`config.mk`:
```
export PLATFORM = sky130hd
export DESIGN_NAME = rscd_top
export DESIGN_NICKNAME = d
export VERILOG_FILES = /design/src/core/rscd_pkg.sv /design/src/core/rscd_sync.sv /design/src/core/rscd_decode.sv /design/src/core/rscd_top.sv
export SDC_FILE = /design/constraint.sdc
export NUM_CORES = 1
export LEC_CHECK = 0
export BUFFER_PORTS_ARGS = -buffer_cell sky130_fd_sc_hd__buf_2
export CAP_MARGIN = 20
export CORE_ASPECT_RATIO = 1.25
export CORE_MARGIN = 1
export CORE_UTILIZATION = 49
export CTS_BUF_LIST = sky130_fd_sc_hd__clkbuf_2
export CTS_CLUSTER_SIZE = 8
export DETAILED_ROUTE_END_ITERATION = 10
export PLACE_DENSITY_LB_ADDON = 0.3
export SKIP_CTS_REPAIR_TIMING = 1
export SYNTH_ARGS = -nofsm -noshare
export SYNTH_HDL_FRONTEND = slang
export SYNTH_SLANG_ARGS = --single-unit
export TNS_END_PERCENT = 20
```
`constraint.sdc`:
```
create_clock -name pclk -period 1.8 [get_ports pclk]
set_clock_uncertainty 0.15 [all_clocks]
set_input_delay 0.54 -clock pclk [delete_from_list [all_inputs] [get_ports pclk]]
set_output_delay 0.54 -clock pclk [all_outputs]
set_load 0.005 [all_outputs]
```
`src/core/rscd_pkg.sv`:
```
package rscd_pkg;
	// strap bit positions in the capture registers
	localparam int unsigned REFERENCE_CRYSTAL_BIT   = 3;
	localparam int unsigned MODE1_BIT  = 7;
	localparam int unsigned SUB3_BIT   = 8;
	localparam int unsigned SUB4_BIT   = 9;
	localparam int unsigned NOWAIT_BIT = 10;
	localparam int unsigned MODE0_BIT  = 11;
	localparam int unsigned SUB0_BIT   = 12;
	localparam int unsigned SUB1_BIT   = 13;
	localparam int unsigned SUB2_BIT   = 14;

	localparam int unsigned STRAP_W    = 16;
	localparam int unsigned PIN_COUNT  = 9;
	localparam logic [15:0] STRAP_RST  = 16'h0000;

	// operating mode encodings
	localparam logic [1:0] OPMD_RESERVED = 2'h0;
	localparam logic [1:0] OPMD_UNMANAGED = 2'h1;
	localparam logic [1:0] OPMD_SPI      = 2'h2;
	localparam logic [1:0] OPMD_MDIO     = 2'h3;

	// slave management port addresses
	localparam logic [4:0] MDIO_ADDR_0 = 5'h00;
	localparam logic [4:0] MDIO_ADDR_1 = 5'h04;
	localparam logic [4:0] MDIO_ADDR_2 = 5'h10;
	localparam logic [4:0] MDIO_ADDR_3 = 5'h1F;

	// reference crystal figures in MHz
	localparam int unsigned REFERENCE_CRYSTAL_MHZ_0 = 40;
	localparam int unsigned REFERENCE_CRYSTAL_MHZ_1 = 25;

	// register byte offsets
	localparam logic [11:0] OFS_STRAP_LOW  = 12'h000;
	localparam logic [11:0] OFS_STRAP_HIGH = 12'h004;
	localparam logic [11:0] OFS_STATUS     = 12'h008;
	localparam logic [11:0] OFS_CONTROL    = 12'h00C;
	localparam logic [11:0] OFS_CONFIG     = 12'h010;

	// status fields
	localparam int unsigned ST_CAPTURED = 0;
	localparam int unsigned ST_PLL_RUN  = 1;
	localparam int unsigned ST_PULLUP   = 2;
	localparam int unsigned ST_BOOT     = 3;
	localparam int unsigned ST_RESV_MD  = 4;
	localparam int unsigned ST_HW_LEVEL = 5;
	// control fields
	localparam int unsigned CT_TRIGGER  = 0;
	localparam logic [31:0] CONTROL_RST = 32'h0000_0000;

	// timing: pll reset hold after hardware reset release, in cycles
	localparam int unsigned PLL_HOLD_CYCLES = 8;
	localparam int unsigned PLL_CNT_W       = 8;
endpackage

```
`src/core/rscd_sync.sv`:
```
`timescale 1ns/10ps
module rscd_sync #(
	parameter int unsigned WIDTH   = 1,
	parameter logic        RST_VAL = 1'b0
) (
	// clock and reset
	input  wire logic             pclk,
	input  wire logic             presetn,
	input  wire logic             ce,
	// asynchronous in, filtered out
	input  wire logic [WIDTH-1:0] async_in,
	output logic      [WIDTH-1:0] level_out
);
	typedef struct packed {
		logic [WIDTH-1:0] s1;
		logic [WIDTH-1:0] s2;
		logic [WIDTH-1:0] s3;
		logic [WIDTH-1:0] lvl;
	} rscd_sync_state_t;

	rscd_sync_state_t st_reg;
	rscd_sync_state_t st_next;

	if (WIDTH < 1) begin : g_width_check
		$error("rscd_sync: WIDTH must be at least 1");
	end

	always_comb begin
		st_next = st_reg;
		st_next.s1 = async_in;
		st_next.s2 = st_reg.s1;
		st_next.s3 = st_reg.s2;
		// a bit changes only once stages two and three agree
		for (int i = 0; i < WIDTH; i++) begin
			if (st_reg.s2[i] == st_reg.s3[i]) begin
				st_next.lvl[i] = st_reg.s3[i];
			end
		end
	end

	always_ff @(posedge pclk or negedge presetn) begin
		if (!presetn) begin
			st_reg <= {4{{WIDTH{RST_VAL}}}};
		end else if (ce) begin
			st_reg <= st_next;
		end
	end

	assign level_out = st_reg.lvl;
endmodule // rscd_sync

```
`src/core/rscd_decode.sv`:
```
`timescale 1ns/10ps
module rscd_decode (
	// candidate straps, before latching
	input  wire logic [15:0] strap_low,
	input  wire logic [15:0] strap_high,
	// decoded configuration
	output logic             reference_crystal_25mhz,
	output logic             autostart,
	output logic [1:0]       op_mode,
	output logic [4:0]       submode,
	output logic [1:0]       led_mode,
	output logic             p5_force_link,
	output logic             p5_enable,
	output logic             rx_delay_2ns,
	output logic             tx_delay_2ns,
	output logic             sgmii_2g5,
	output logic             spi_sdi_fall,
	output logic             spi_sdo_fall,
	output logic [4:0]       mdio_addr
);
	function automatic logic is_managed(input logic [1:0] md);
		return (md == rscd_pkg::OPMD_SPI) || (md == rscd_pkg::OPMD_MDIO);
	endfunction

	function automatic logic [4:0] mdio_map(input logic [1:0] sel);
		case (sel)
			2'h0:    mdio_map = rscd_pkg::MDIO_ADDR_0;
			2'h1:    mdio_map = rscd_pkg::MDIO_ADDR_1;
			2'h2:    mdio_map = rscd_pkg::MDIO_ADDR_2;
			default: mdio_map = rscd_pkg::MDIO_ADDR_3;
		endcase
	endfunction

	logic unmanaged;
	logic managed;

	always_comb begin
		reference_crystal_25mhz = strap_low[rscd_pkg::REFERENCE_CRYSTAL_BIT];
		autostart  = strap_high[rscd_pkg::NOWAIT_BIT];
		op_mode    = {strap_low[rscd_pkg::MODE1_BIT],
		              strap_high[rscd_pkg::MODE0_BIT]};
		submode    = {strap_low[rscd_pkg::SUB4_BIT],
		              strap_low[rscd_pkg::SUB3_BIT],
		              strap_high[rscd_pkg::SUB2_BIT],
		              strap_high[rscd_pkg::SUB1_BIT],
		              strap_high[rscd_pkg::SUB0_BIT]};
		unmanaged  = (op_mode == rscd_pkg::OPMD_UNMANAGED);
		managed    = is_managed(op_mode);
		led_mode      = unmanaged ? submode[4:3] : 2'h0;
		p5_force_link = unmanaged & submode[2];
		p5_enable     = unmanaged & submode[0];
		rx_delay_2ns  = managed & submode[4];
		tx_delay_2ns  = managed & submode[3];
		sgmii_2g5     = managed & submode[2];
		spi_sdi_fall  = (op_mode == rscd_pkg::OPMD_SPI) & submode[1];
		spi_sdo_fall  = (op_mode == rscd_pkg::OPMD_SPI) & submode[0];
		mdio_addr     = (op_mode == rscd_pkg::OPMD_MDIO) ?
		                mdio_map(submode[1:0]) : 5'h00;
	end
endmodule // rscd_decode

```
`src/core/rscd_top.sv`:
```
`timescale 1ns/10ps
// Function
// - sample all strap pins as hardware reset rises; latch in two registers
// - strap registers cleared by hardware reset and also by the apb reset presetn
// - switch off strap pull-ups once hardware reset is released
// - hold pll reset several cycles after hardware reset rises
// - low register: crystal bit 3, mode bit1 at 7, submode 3,4 at 8,9
// - high register: no-wait 10, mode bit0 11, submode 0..2 at 12..14
// - crystal strap 0 means 40 MHz, 1 means 25 MHz
// - no-wait 0 waits for master trigger, 1 starts after initialisation
// - mode 00 reserved, 01 unmanaged, 10 spi managed, 11 mdio managed
// - unmanaged: submode 4:3 select led display mode 0 to 3
// - unmanaged: submode 2 auto-polls or forces fifth port link at 1G
// - unmanaged: submode 0 enables fifth port; submode 1 reserved
// - managed: submode 4 sets receive delay 0 or 2 ns
// - managed: submode 3 sets transmit delay 0 or 2 ns
// - managed: submode 2 selects serdes 1 or 2.5 Gbps, mac mode, no autoneg
// - spi managed: submode 1 picks slave sampling edge, 0 rise 1 fall
// - spi managed: submode 0 picks slave driving edge, 0 rise 1 fall
// - mdio managed: submode 1:0 give slave address 0, 4, 16, 31
module rscd_top #(
	parameter int unsigned PLL_HOLD = rscd_pkg::PLL_HOLD_CYCLES
) (
	// apb clock, reset and enable
	input  wire logic        pclk,
	input  wire logic        presetn,
	input  wire logic        ce,
	// apb slave
	input  wire logic        psel,
	input  wire logic        penable,
	input  wire logic        pwrite,
	input  wire logic [11:0] paddr,
	input  wire logic [31:0] pwdata,
	output logic             pready,
	output logic [31:0]      prdata,
	output logic             pslverr,
	// hardware reset pin and shared strap pins
	input  wire logic        hw_reset_n,
	input  wire logic        uart_tx_pin,
	input  wire logic        spi_master_dout_pin,
	input  wire logic        spi_master_clk_pin,
	input  wire logic        spi_master_cs_pin,
	input  wire logic        port0_lamp2_pin,
	input  wire logic        port1_lamp2_pin,
	input  wire logic        port2_lamp2_pin,
	input  wire logic        port3_lamp2_pin,
	input  wire logic        port4_lamp2_pin,
	output logic             strap_pullup_en,
	// boot sequencing
	input  wire logic        boot_init_done,
	output logic             pll_reset_n,
	output logic             boot_start,
	// decoded configuration
	output logic             reference_crystal_25mhz,
	output logic             boot_autostart,
	output logic [1:0]       operating_mode_select,
	output logic [4:0]       submode_select,
	output logic [1:0]       led_display_mode,
	output logic             p5_force_link,
	output logic             p5_enable,
	output logic             rx_delay_2ns,
	output logic             tx_delay_2ns,
	output logic             sgmii_2g5,
	output logic             spi_sdi_fall,
	output logic             spi_sdo_fall,
	output logic [4:0]       mdio_addr
);
	////////////////////////////////////////////////////////////////////////
	// elaboration checks

	localparam int unsigned CW = rscd_pkg::PLL_CNT_W;

	if (PLL_HOLD < 1 || PLL_HOLD >= (1 << CW)) begin : g_hold_check
		$error("rscd_top: PLL_HOLD out of range");
	end

	localparam logic [CW-1:0] HOLD_LAST = CW'(PLL_HOLD - 1);

	////////////////////////////////////////////////////////////////////////
	// pin synchronisers

	logic                                   hw_lvl;
	logic [rscd_pkg::PIN_COUNT-1:0]         pins_raw;
	logic [rscd_pkg::PIN_COUNT-1:0]         pins_lvl;

	assign pins_raw = {port4_lamp2_pin, port3_lamp2_pin, port2_lamp2_pin,
	                   port1_lamp2_pin, port0_lamp2_pin, spi_master_cs_pin,
	                   spi_master_clk_pin, spi_master_dout_pin,
	                   uart_tx_pin};

	rscd_sync #(
		.WIDTH   (1),
		.RST_VAL (1'b0)
	) u_hw_sync (
		.pclk      (pclk),
		.presetn   (presetn),
		.ce        (ce),
		.async_in  (hw_reset_n),
		.level_out (hw_lvl)
	);

	// same latency as the reset path, so pins line up with its edge
	rscd_sync #(
		.WIDTH   (rscd_pkg::PIN_COUNT),
		.RST_VAL (1'b0)
	) u_pin_sync (
		.pclk      (pclk),
		.presetn   (presetn),
		.ce        (ce),
		.async_in  (pins_raw),
		.level_out (pins_lvl)
	);

	////////////////////////////////////////////////////////////////////////
	// strap word assembly and decode of the candidate value

	logic [15:0] cand_low;
	logic [15:0] cand_high;

	always_comb begin
		cand_low  = rscd_pkg::STRAP_RST;
		cand_high = rscd_pkg::STRAP_RST;
		cand_low[rscd_pkg::REFERENCE_CRYSTAL_BIT]    = pins_lvl[0];
		cand_low[rscd_pkg::MODE1_BIT]   = pins_lvl[1];
		cand_low[rscd_pkg::SUB3_BIT]    = pins_lvl[2];
		cand_low[rscd_pkg::SUB4_BIT]    = pins_lvl[3];
		cand_high[rscd_pkg::NOWAIT_BIT] = pins_lvl[4];
		cand_high[rscd_pkg::MODE0_BIT]  = pins_lvl[5];
		cand_high[rscd_pkg::SUB0_BIT]   = pins_lvl[6];
		cand_high[rscd_pkg::SUB1_BIT]   = pins_lvl[7];
		cand_high[rscd_pkg::SUB2_BIT]   = pins_lvl[8];
	end

	logic       d_reference_crystal;
	logic       d_auto;
	logic [1:0] d_opmd;
	logic [4:0] d_sub;
	logic [1:0] d_led;
	logic       d_force;
	logic       d_p5en;
	logic       d_rxd;
	logic       d_txd;
	logic       d_2g5;
	logic       d_sdi;
	logic       d_sdo;
	logic [4:0] d_mdio;

	rscd_decode u_decode (
		.strap_low     (cand_low),
		.strap_high    (cand_high),
		.reference_crystal_25mhz    (d_reference_crystal),
		.autostart     (d_auto),
		.op_mode       (d_opmd),
		.submode       (d_sub),
		.led_mode      (d_led),
		.p5_force_link (d_force),
		.p5_enable     (d_p5en),
		.rx_delay_2ns  (d_rxd),
		.tx_delay_2ns  (d_txd),
		.sgmii_2g5     (d_2g5),
		.spi_sdi_fall  (d_sdi),
		.spi_sdo_fall  (d_sdo),
		.mdio_addr     (d_mdio)
	);

	////////////////////////////////////////////////////////////////////////
	// state

	typedef struct packed {
		logic           hw_prev;
		logic [15:0]    strap_low;
		logic [15:0]    strap_high;
		logic           captured;
		logic           pullup_en;
		logic [CW-1:0]  pll_cnt;
		logic           pll_run;
		logic           trigger;
		logic           boot;
		logic           reference_crystal;
		logic           autost;
		logic [1:0]     opmd;
		logic [4:0]     sub;
		logic [1:0]     led;
		logic           force_lnk;
		logic           p5en;
		logic           rxd;
		logic           txd;
		logic           g2g5;
		logic           sdi;
		logic           sdo;
		logic [4:0]     mdio;
		logic           rd_loaded;
		logic [31:0]    rdata;
		logic           rerr;
	} rscd_state_t;

	rscd_state_t st_reg;
	rscd_state_t st_next;

	logic rise;
	logic access_done;
	logic [31:0] rd_mux;
	logic rd_bad;

	assign rise        = hw_lvl & ~st_reg.hw_prev;
	assign pready      = psel & penable & st_reg.rd_loaded & ce;
	assign access_done = pready;

	////////////////////////////////////////////////////////////////////////
	// register read mux

	always_comb begin
		rd_mux = 32'h0000_0000;
		rd_bad = 1'b0;
		case (paddr)
			rscd_pkg::OFS_STRAP_LOW:  rd_mux[15:0] = st_reg.strap_low;
			rscd_pkg::OFS_STRAP_HIGH: rd_mux[15:0] = st_reg.strap_high;
			rscd_pkg::OFS_STATUS: begin
				rd_mux[rscd_pkg::ST_CAPTURED] = st_reg.captured;
				rd_mux[rscd_pkg::ST_PLL_RUN]  = st_reg.pll_run;
				rd_mux[rscd_pkg::ST_PULLUP]   = st_reg.pullup_en;
				rd_mux[rscd_pkg::ST_BOOT]     = st_reg.boot;
				rd_mux[rscd_pkg::ST_RESV_MD]  = st_reg.captured &
					(st_reg.opmd == rscd_pkg::OPMD_RESERVED);
				rd_mux[rscd_pkg::ST_HW_LEVEL] = hw_lvl;
			end
			rscd_pkg::OFS_CONTROL: rd_mux[rscd_pkg::CT_TRIGGER] = st_reg.trigger;
			rscd_pkg::OFS_CONFIG: begin
				rd_mux[1:0]   = st_reg.opmd;
				rd_mux[6:2]   = st_reg.sub;
				rd_mux[7]     = st_reg.reference_crystal;
				rd_mux[8]     = st_reg.autost;
				rd_mux[14:10] = st_reg.mdio;
			end
			default: rd_bad = 1'b1;
		endcase
	end

	////////////////////////////////////////////////////////////////////////
	// next state

	always_comb begin
		st_next = st_reg;
		st_next.hw_prev = hw_lvl;

		// apb: read data is loaded in the setup cycle, answered next
		if (psel && !st_reg.rd_loaded) begin
			st_next.rd_loaded = 1'b1;
			st_next.rdata     = pwrite ? 32'h0000_0000 : rd_mux;
			st_next.rerr      = rd_bad;
		end
		if (access_done) begin
			st_next.rd_loaded = 1'b0;
			if (pwrite && paddr == rscd_pkg::OFS_CONTROL &&
			    pwdata[rscd_pkg::CT_TRIGGER]) begin
				st_next.trigger = 1'b1;
			end
		end

		if (!hw_lvl) begin
			// hardware reset held: straps clear, pll held, pulls on
			st_next.strap_low  = rscd_pkg::STRAP_RST;
			st_next.strap_high = rscd_pkg::STRAP_RST;
			st_next.captured   = 1'b0;
			st_next.pullup_en  = 1'b1;
			st_next.pll_cnt    = '0;
			st_next.pll_run    = 1'b0;
			st_next.trigger    = 1'b0;
			st_next.boot       = 1'b0;
			st_next.reference_crystal       = 1'b0;
			st_next.autost     = 1'b0;
			st_next.opmd       = rscd_pkg::OPMD_RESERVED;
			st_next.sub        = 5'h00;
			st_next.led        = 2'h0;
			st_next.force_lnk  = 1'b0;
			st_next.p5en       = 1'b0;
			st_next.rxd        = 1'b0;
			st_next.txd        = 1'b0;
			st_next.g2g5       = 1'b0;
			st_next.sdi        = 1'b0;
			st_next.sdo        = 1'b0;
			st_next.mdio       = 5'h00;
		end else if (rise) begin
			st_next.strap_low  = cand_low;
			st_next.strap_high = cand_high;
			st_next.captured   = 1'b1;
			st_next.pullup_en  = 1'b0;
			// decoded values frozen here until hardware reset is asserted again
			st_next.reference_crystal       = d_reference_crystal;
			st_next.autost     = d_auto;
			st_next.opmd       = d_opmd;
			st_next.sub        = d_sub;
			st_next.led        = d_led;
			st_next.force_lnk  = d_force;
			st_next.p5en       = d_p5en;
			st_next.rxd        = d_rxd;
			st_next.txd        = d_txd;
			st_next.g2g5       = d_2g5;
			st_next.sdi        = d_sdi;
			st_next.sdo        = d_sdo;
			st_next.mdio       = d_mdio;
		end else if (st_reg.captured) begin
			if (!st_reg.pll_run) begin
				if (st_reg.pll_cnt == HOLD_LAST) begin
					st_next.pll_run = 1'b1;
				end else begin
					st_next.pll_cnt = st_reg.pll_cnt + 1'b1;
				end
			end
			if (st_reg.pll_run && !st_reg.boot) begin
				if (st_reg.autost ? boot_init_done : st_reg.trigger) begin
					st_next.boot = 1'b1;
				end
			end
		end
	end

	always_ff @(posedge pclk or negedge presetn) begin
		if (!presetn) begin
			st_reg           <= '0;
			st_reg.pullup_en <= 1'b1;
		end else if (ce) begin
			st_reg <= st_next;
		end
	end

	////////////////////////////////////////////////////////////////////////
	// outputs

	assign prdata                = st_reg.rdata;
	assign pslverr               = pready & st_reg.rerr;
	assign strap_pullup_en       = st_reg.pullup_en;
	assign pll_reset_n           = st_reg.pll_run;
	assign boot_start            = st_reg.boot;
	assign reference_crystal_25mhz            = st_reg.reference_crystal;
	assign boot_autostart        = st_reg.autost;
	assign operating_mode_select = st_reg.opmd;
	assign submode_select        = st_reg.sub;
	assign led_display_mode      = st_reg.led;
	assign p5_force_link         = st_reg.force_lnk;
	assign p5_enable             = st_reg.p5en;
	assign rx_delay_2ns          = st_reg.rxd;
	assign tx_delay_2ns          = st_reg.txd;
	assign sgmii_2g5             = st_reg.g2g5;
	assign spi_sdi_fall          = st_reg.sdi;
	assign spi_sdo_fall          = st_reg.sdo;
	assign mdio_addr             = st_reg.mdio;
endmodule // rscd_top

```
After elaboration in Yosys (flattened, before gate mapping)
Cells that the tools add are included.
- flip-flop bits (word level): 143
- input bits: 61
- output and inout bits: 60
- $add $sub $neg: 1
- equal/unequal tests: 29
- multiplexer cells: 30
- bitwise logic cells: 14
- reduce and logical (&&, ||, !) cells: 29
- operator list (cell ; count):
    $mux 34 ; 2
    $mux 43 ; 1
    $pmux 5 s3 ; 2
    $mux 9 ; 3
    $reduce_and 2->1 ; 13
    $eq 12x4->1 const B ; 2
    $mux 24 ; 1
    $mux 23 ; 1
    $pmux 5 s4 ; 1
    $ne 2x2->1 const B ; 9
    $mux 16 ; 1
    $and 1x1->1 ; 13
    $eq 12x3->1 const B ; 1
    $eq 12x5->1 const B ; 1
    $logic_not 12->1 ; 1
    $mux 1 ; 11
    $eq 1x1->1 ; 10
    $reduce_and 5->1 ; 2
    $pmux 3 s3 ; 1
    $add 8x1->8 const B ; 1
    $eq 8x3->1 const B ; 1
    $mux 8 ; 1
    $eq 2x2->1 const B ; 3
    $reduce_and 3->1 ; 2
    12 further kinds ; 19

Longest topological paths before layout
Gate-level depths: netlist of run 1.
- depth in word-level cells: 6
- depth in mapped cells: 6
- mapped depth without buffers: 5

Cells and area by module
A second synthesis of run 1 with hierarchy kept.
- cells, all modules: 439
- area, all modules: 5048.6 µm²
- modules (own cells, without submodules) (module ; times used ; cells each ; area each (µm²) ; seq. area each (µm²)):
    rscd_top ; 1 ; 295 ; 3085.5 ; 1577.8
    rscd_sync at u_pin_sync ; 1 ; 108 ; 1612.8 ; 900.9
    rscd_decode ; 1 ; 24 ; 195.2 ; 0.0
    rscd_sync at u_hw_sync ; 1 ; 12 ; 155.1 ; 100.1

Least setup slack after synthesis of run 1
No wires, ideal clock.
- path type: in2out
- start: in ce
- end: out pslverr
- data arrival time: 1165 ps
- setup slack: -55 ps
- cell stages on the path: 3
- buffers on the path: 1
- path through: clkbuf_1 > and4_1 > and2_1
- cells in the longest elaborated chain, start to end: 2
- ends and longest elaborated chain (what ; line ; text):
    from (decl) ; rscd_top.sv:27 ; input wire logic ce,
    $and 1x1->1 ; rscd_top.sv:206 ; assign pready = psel & penable & st_reg.rd_loaded & ce;
    net pready ; rscd_top.sv:34 ; output logic pready,
    $and 1x1->1 ; rscd_top.sv:331 ; assign pslverr = pready & st_reg.rerr;
    to (decl) ; rscd_top.sv:36 ; output logic pslverr,
The timed path passes the listed nets, and every way through them passes these cells.

Worst setup path in the final report of run 1
- start: reg st_reg[33] (netlist bit)
- end: out pslverr
- cells in the longest elaborated chain, start to end: 3
- ends and longest elaborated chain (what ; line ; text):
    from (decl) ; rscd_top.sv:197 ; rscd_state_t st_reg;
    from (signal assigned) ; rscd_top.sv:323 ; st_reg <= st_next;
    $and 1x1->1 (2 in series) ; rscd_top.sv:206 ;
    $and 1x1->1 ; rscd_top.sv:331 ;
Every way passes these cells.

==> impl_metrics.yaml, run 1 <==
route:
  wl_per_cell_um: 14.9
  drt_first_iter_violations: 233
  wl_um: 9140
  viasPerCell: 5.32
  dr.pass1.iters: 5
  ant_nets: 0
  route.detailed.drc: 0
  vias: 3270
setup_path:
  worst_r2r_endpoint: "st_reg[64]$_DFFE_PN0P_"
  crit_required_ns: 1.11
  cp_cell_sequence: "and4_4 -> and2_4 -> buf_6"
  cp-start-kind: "register"
  cp.arrival_ns: 1.46
  critPathMaxStageDelay_ns: 0.43
  crit_start: "st_reg[33]$_DFFE_PN0P_"
  r2r_start: "st_reg[63]$_DFFE_PN0P_"
  end_kind: "output pin"
  crit_fanout: 3
  r2r_cells: 5
  worst-path-buf-inv: 1
  slowest_stage: "dfrtp_1"
  critPathKind: "reg -> out"
  cp_top_family: "flip-flops"
  ff2ff_setup_slack_ns: -0.05
layout:
  regArea_um2: 2310
  layout.cells.non_filler: 615
  multi_input_area_um2: 1740
  drive_gt1_share_pct: 35.8
  layout_common_cells: "dfrtp_1, buf_2, buf_4"
  areaGrowthSynthToFinish_pct: 15.4
  nNetsFinal: 552
  n_fill_cell: 782
  final_util_pct: 58.5
  antenna_cells: 0
  largest_reg_flops: 18
  design_area_um2: 5090
  final_common_cell: "dfrtp_1"
status:
  status: "finished with violations"
  violations: "setup timing"
global_routing:
  grt_usage_pct: 20.7
  grt_pass1_wl_um: 14800
  grt_max_degree: 93
  antenna_found_initial: 0
  grt_overflow: 0
  grt_pass1_vias: 3079
place:
  routabilityCongestion: 0.864
  hpwl_um: 6490
  port_buffers: 72
  placed_area_um2: 4810
  dp.cells: 588
  pre_cts_ws_ns: -0.117
power_and_ir_drop:
  power.total_mw: 4.51
  vdd_drop_max_v: 0.000534
  p_per_area_nw_per_um2: 886
  p_leak_nw: 2.49
clock_network:
  cts_tree: "built"
  clkSinkCount: 92
  clock_path_buffers: 2
  htreeDepth: 3
  numCtsBuffers: 9
  cts-root-buf: "clkbuf_2"
  clkLatencyLatePin_ns: 0.57
  path_clk_slew_ns: 0.24
logic_synthesis:
  netlist_area_um2: 4420
  ys_warn_count: 0
  synth_cells: 415
  synthDistinctLibCells: 47
  syn_area_per_cell_um2: 10.6
  ys_async_sr_fraction_pct: 100
  synth_edf_count: 0
  synth-seq-area-share_pct: 52.2
  synth_seq_cells: 92
  synth-main-ff-cell: "dfrtp_1"
sta:
  max_freq_mhz: 465
  tns_ns: -2.16
  worst_hold_slack_ns: 0.0438
  setup_viol: 32
  fin_crit_sh_pct: 119
  grt_setup_unrepaired: "yes"
  hold_viol_final: 0
  report.final.slew_viol_count: 0
  fin_crit_ns: 2.15
  layout_setup_ws_ns: -0.350
worst_hold_path:
  min_path_type: "in -> reg"
  hp-start: "uart_tx_pin"
  whs_endpoint: "u_pin_sync.st_next[18]$_DFFE_PN0P_"
  holdPathStages: 2
floorplan:
  rows: 38
  initial_utilization_pct: 50.7
  core_um2: 8700
  io_pins: 121
  fp.dieH_um: 108
  dieWidth_um: 86.9
  die-area_um2: 9400
run:
  cap_violations: 0
cells in the mapped netlist, types with 7 or more instances:
master	n	area [µm²]
nand3_1	7	35.0
nand2_1	33	124
nor3_1	10	50.1
o21ai_0	13	65.1
dfrtp_1	91	2280
mux2_2	33	372
a21oi_1	27	135
clkbuf_1	14	52.6
nor2_1	22	82.6
a21o_1	7	52.6
buf_4	47	353
nand2b_1	12	75.1
a22o_1	21	184
o21ai_1	8	40.0
inv_1	12	45.0
cells by family after synthesis:
logic type | count (synthesis) | share of synthesized area, %
muxes | 36 | 9.10
adders and majority gates | 1 | 0.283
and+or+nand+nor | 112 | 13.1
DFF | 92 | 52.2
xor gates and xnor gates | 1 | 0.198
other | 1 | 0.0849
AOI/OAI and AO/OA | 95 | 14.4
buffers and inverters | 77 | 10.7
cell type report:
class                      count  share of cell area, %
timing repair buffer         113                   14.4
clock buffer                  10                  0.983
inverter                      12                  0.884
clock inverter                 6                   1.25
sequential                    92                   45.4
tap                          120                   2.95
multi-input combinational    262                   34.1
layer usage:
| layer | vias to the layer above | GRT usage (%) | wire (µm) |
|---|---|---|---|
| met4 | 0 | 11.4 | 290 |
| li1 | 1557 | - | - |
| met2 | 101 | 32.2 | 4500 |
| met5 | - | 0 | 0 |
| met3 | 20 | 3.74 | 398 |
| met1 | 1592 | 27.3 | 3950 |
worst max-delay path by stage:
stage / endpoint / slack, ns / cells past startpoint
final: pslverr / -0.35 / 3
after detailed placement: prdata[6]$_DFFE_PN0P_ / -0.12 / 5
after CTS: pslverr / -0.47 / 3
after global placement: st_reg[0]$_DFFE_PN0P_ / -0.11 / 4
after global routing: pslverr / -0.43 / 3
after floorplan: pslverr / 0.02 / 3
report_power, final:
part           switching [mW]  internal, mW  leakage [nW]
Clock                   0.696         0.328        0.0716
Combinational           0.448         0.452          1.23
Sequential              0.261          2.33          1.18
Total                    1.41          3.11          2.49
No activity file was read; power rests on OpenSTA's default activity.
==> run 2: changes to the inputs <==
--- a/config.mk
+++ b/config.mk
@@ -9,13 +9,15 @@
 export CAP_MARGIN = 20
 export CORE_ASPECT_RATIO = 1.25
 export CORE_MARGIN = 1
-export CORE_UTILIZATION = 49
+export CORE_UTILIZATION = 50
 export CTS_BUF_LIST = sky130_fd_sc_hd__clkbuf_2
 export CTS_CLUSTER_SIZE = 8
 export DETAILED_ROUTE_END_ITERATION = 10
+export MAX_ROUTING_LAYER = met4
 export PLACE_DENSITY_LB_ADDON = 0.3
 export SKIP_CTS_REPAIR_TIMING = 1
 export SYNTH_ARGS = -nofsm -noshare
 export SYNTH_HDL_FRONTEND = slang
+export SYNTH_HIERARCHICAL = 1
 export SYNTH_SLANG_ARGS = --single-unit
 export TNS_END_PERCENT = 20
==> impl_metrics.yaml, run 2 <==
setup_path:
  worst_r2r_endpoint: "st_reg[60]$_DFFE_PN0P_"
  crit_fanout: 4
  critPathKind: "reg -> out"
  cp-start-kind: "register"
  critPathMaxStageDelay_ns: 0.43
  crit_start: "st_reg[33]$_DFFE_PN0P_"
  cp.arrival_ns: 1.47
  r2r_start: "st_reg[66]$_DFFE_PN0P_"
  slowest_stage: "dfrtp_1"
  crit_required_ns: 1.11
  end_kind: "output pin"
  cp_cell_sequence: "and4_4 -> and2_4 -> buf_6"
  r2r_cells: 4
  ff2ff_setup_slack_ns: 0.06
floorplan:
  io_pins: 121
  die-area_um2: 10500
  initial_utilization_pct: 52.0
  core_um2: 9710
  fp.dieH_um: 114
  rows: 40
  dieWidth_um: 91.9
sta:
  report.final.slew_viol_count: 0
  tns_ns: -2.20
  fin_crit_ns: 2.16
  layout_setup_ws_ns: -0.355
  hold_viol_final: 0
  max_freq_mhz: 464
  fin_crit_sh_pct: 120
  grt_setup_unrepaired: "yes"
  max_slew.worst_pin.slew_ns: 0.507
  maxSlewHeadroom_pct: 66.2
  setup_viol: 42
logic_synthesis:
  netlist_area_um2: 5050
  ys_warn_count: 6
  ys_async_sr_fraction_pct: 100
  synth-main-ff-cell: "dfrtp_1"
  synth_edf_count: 0
  yosysMostFrequentCell: "dfrtp_1"
  synthTopCellsByCount: "dfrtp_1, buf_4, a22o_1"
  syn_area_per_cell_um2: 11.5
  yosys.area.top_type: "dfrtp_1"
  synthDominantCellAreaShare_pct: 50.6
  synth-seq-area-share_pct: 51.1
  synthDistinctLibCells: 50
  synth_area_leaders: "dfrtp_1, buf_4, mux2_4, a22o_1, nand2_1"
  synth_seq_cells: 103
  synth_cells: 439
route:
  dr.pass1.iters: 5
  vias: 3332
  wl_um: 9560
  drt_first_iter_violations: 168
  route.detailed.drc: 0
  viasPerCell: 5.36
  ant_nets: 0
  wl_per_cell_um: 15.4
global_routing:
  met2_usage_pct: 29.7
  grt_max_degree: 36
  grt_pass1_vias: 3108
  grt_overflow: 0
  met3_usage_pct: 3.72
  grt_usage_pct: 19.8
  antenna_found_initial: 0
  grt_pass1_wl_um: 15700
  grtUsageMet1_pct: 26.2
  busiest_layer: "met2"
status:
  violations: "setup timing"
  status: "finished with violations"
power_and_ir_drop:
  p_leak_nw: 2.76
  p_per_area_nw_per_um2: 1180
  vdd_drop_max_v: 0.000481
worst_hold_path:
  holdPathStages: 3
  whs_endpoint: "prdata[6]$_DFFE_PN0P_"
  min_path_type: "in -> reg"
  hp-start: "pwrite"
layout:
  final_util_pct: 57.6
  areaGrowthSynthToFinish_pct: 10.8
  drive_gt1_share_pct: 32.9
  final_common_cell: "dfrtp_1"
  layout_common_cells: "dfrtp_1, buf_2, a22o_1"
  nNetsFinal: 553
  layout.cells.non_filler: 622
  antenna_cells: 0
  largest_reg_flops: 22
  design_area_um2: 5590
place:
  dp.cells: 587
  placed_area_um2: 5230
  port_buffers: 72
  routabilityCongestion: 0.813
  hpwl_um: 6620
clock_network:
  path_clk_slew_ns: 0.25
  clkLatencyLatePin_ns: 0.57
  clock_path_buffers: 2
  cts_tree: "built"
  htreeDepth: 3
  cts-root-buf: "clkbuf_2"
  numCtsBuffers: 9
  clkSinkCount: 103
run:
  cap_violations: 0
-- run 2: worst max-delay path by stage --
stage	end	slack, ns	cells past startpoint
final	pslverr	-0.36	3
after global routing	pslverr	-0.46	3
after CTS	pslverr	-0.50	3
after detailed placement	pslverr	-0.11	4
after global placement	pslverr	-0.10	4
after floorplan	pslverr	0.003	3
-- run 2: per-stage QoR --
| step | worst slack [ns] | hold WS, ns | power [mW] |
|---|---|---|---|
| 3_5_place_dp | -0.115 | 0.311 | 5.26 |
| 5_1_grt | -0.458 | 0.0444 | 7.04 |
| 6_report | -0.355 | 0.0946 | 6.62 |
| 2_1_floorplan | 0.00318 | 0.0944 | 4.89 |
| 4_1_cts | -0.501 | -0.351 | 6.46 |
| 3_3_place_gp | -0.101 | 0.310 | 5.18 |
-- run 2: routing by layer --
layer / wire [µm] / part of all wire (%) / vias up
li1: - / - / 1586
met1: 4340 / 45 / 1634
met2: 4520 / 47 / 100
met3: 490 / 5.1 / 12
met4: 212 / 2.2 / 0
met5: 0 / 0 / -
-- run 2: layout make-up --
type | instances | area (µm²)
clock buffers | 10 | 50.0
clock inverters | 6 | 83.8
fillers | 843 | 4120
inverters | 9 | 33.8
multi-input cells | 258 | 1920
flip-flops and latches | 103 | 2580
well taps | 126 | 158
repair buffers | 110 | 763
-- run 2: logic make-up after synthesis --
kind of cell | share of synthesized area [%]
flip-flops | 51.1
multiplexers | 8.62
AND/OR/NAND/NOR | 11.3
XOR/XNOR | 0.521
buffers and inverters | 12.8
other | 0.0743
AO/OA/AOI/OAI | 15.4
adder cells (fa/ha/maj) | 0.248
-- run 2: power by group --
| group | switching (mW) | internal (mW) |
|---|---|---|
| Clock | 0.733 | 0.464 |
| Sequential | 0.624 | 2.88 |
| Combinational | 0.783 | 1.13 |
-- run 2: critical path, delay by kind of cell, from the launching register on --
kind          cells  cell delay (ns)
flops             1             0.43
buf+inv           1             0.08
simple gates      2             0.39
==> run 3: changes to the inputs <==
--- a/config.mk
+++ b/config.mk
@@ -13,6 +13,7 @@
 export CTS_BUF_LIST = sky130_fd_sc_hd__clkbuf_2
 export CTS_CLUSTER_SIZE = 8
 export DETAILED_ROUTE_END_ITERATION = 10
+export GPL_TIMING_DRIVEN = 0
 export MAX_ROUTING_LAYER = met4
 export PLACE_DENSITY_LB_ADDON = 0.3
 export SKIP_CTS_REPAIR_TIMING = 1
==> constraint.sdc (replaced) <==
create_clock -name pclk -period 2.5 [get_ports pclk]
set_clock_uncertainty 0.15 [all_clocks]
set_input_delay 0.75 -clock pclk [delete_from_list [all_inputs] [get_ports pclk]]
set_output_delay 0.75 -clock pclk [all_outputs]
set_load 0.005 [all_outputs]
==> impl_metrics.yaml, run 3 (synthesis gave the netlist of run 2 again) <==
route:
  wl_um: 9960
  wl_per_cell_um: 14.8
  dr.pass1.iters: 4
  vias: 3503
  drt_first_iter_violations: 160
  viasPerCell: 5.22
  route.detailed.drc: 0
  ant_nets: 0
floorplan:
  initial_utilization_pct: 52.0
  core_um2: 9710
  rows: 40
  io_pins: 121
  fp.dieH_um: 114
  die-area_um2: 10500
  dieWidth_um: 91.9
power_and_ir_drop:
  vdd_drop_max_v: 0.000344
  power.total_mw: 4.91
  p_leak_nw: 2.99
  p_per_area_nw_per_um2: 844
worst_hold_path:
  min_path_type: "in -> reg"
global_routing:
  antenna_found_initial: 0
  grt_overflow: 0
  grt_usage_pct: 20.7
  grt_pass1_vias: 3541
  grt_pass1_wl_um: 16500
  grt_max_degree: 67
place:
  hpwl_um: 7360
  port_buffers: 72
  routabilityCongestion: 0.845
layout:
  largest_reg_flops: 22
  n_fill_cell: 831
  nNetsFinal: 602
  antenna_cells: 0
  regArea_um2: 2580
  layout_common_cells: "dfrtp_1, buf_2, buf_4"
  areaGrowthSynthToFinish_pct: 15.3
  drive_gt1_share_pct: 38.3
  multi_input_area_um2: 1890
  final_common_cell: "dfrtp_1"
sta:
  grt_setup_unrepaired: "no"
  fin_crit_ns: 2.46
  fin_crit_sh_pct: 98.5
  setup_viol: 0
  worst_hold_slack_ns: 0.242
  report.final.slew_viol_count: 0
  max_freq_mhz: 406
  hold_viol_final: 0
clock_network:
  path_clk_slew_ns: 0.25
  htreeDepth: 3
  cts-root-buf: "clkbuf_2"
  clock_path_buffers: 2
  cts_tree: "built"
  clkSinkCount: 103
  numCtsBuffers: 9
  clkLatencyLatePin_ns: 0.56
setup_path:
  critPathKind: "in -> out"
  cp.arrival_ns: 1.56
  cp-start-kind: "input port"
  end_kind: "output pin"
  crit_fanout: 14
  crit_required_ns: 1.60
status:
  status: "completed"
run:
  cap_violations: 0
[run 3: worst max-delay path, stage by stage]
cell and delay [ns]:
buf_6 0.15, buf_8 0.15, and4_4 0.27, and2_1 0.13, buf_2 0.11
[run 3: worst paths after layout]
check	from	endpoint	slack [ns]	depth (start not counted)
max	ce	pslverr	0.04	5
min	port3_lamp2_pin	u_pin_sync/st_next[25]$_DFFE_PN0P_	0.24	2
max reg2reg	pll_reset_n$_DFFE_PN0P_	st_reg[63]$_DFFE_PN0P_	0.74	4
min reg2reg	strap_pullup_en$_DFFE_PN1P_	strap_pullup_en$_DFFE_PN1P_	0.36	2
max in group asynchronous	presetn	strap_pullup_en$_DFFE_PN1P_	0.98	3
min in group asynchronous	presetn	u_pin_sync/st_next[24]$_DFFE_PN0P_	0.48	2
[run 3: area by class of cell]
class | count | area share [%]
Tap cell | 126 | 2.71
Sequential cell | 103 | 44.3
Clock inverter | 5 | 1.40
Buffer | 85 | 10.7
Timing Repair Buffer | 74 | 6.98
Multi-Input combinational cell | 258 | 32.4
Clock buffer | 11 | 0.946
Inverter | 9 | 0.580
[run 3: power breakdown]
group | total (mW) | internal (mW) | switching [mW] | leakage [nW]
combinational | 1.59 | 0.933 | 0.657 | 1.60
sequential | 2.46 | 2.07 | 0.385 | 1.30
clock | 0.870 | 0.340 | 0.530 | 0.0825
[run 3: metal layers]
layer  vias up  part of all wire (%)  track usage [%]
li1       1687                     -                -
met1      1709                    44             24.6
met2        87                    50             35.0
met3        20                   3.7             2.39
met4         0                   1.9             10.0
met5         -                     0                -
[run 3: metrics by stage]
step | setup slack (ns) | std cells | instance area (µm²) | TNS, ns | utilization, %
4_1_cts | -0.294 | 670 | 5790 | -0.471 | 59.7
2_1_floorplan | 0.283 | 455 | 5110 | 0 | -
6_report | 0.0384 | 671 | 5820 | 0 | 60.0
3_5_place_dp | -0.290 | 654 | 5660 | -0.463 | 58.3
3_3_place_gp | -0.493 | 653 | 5630 | -50.25 | 58.0
5_1_grt | 0.00840 | 671 | 5820 | 0 | 60.0
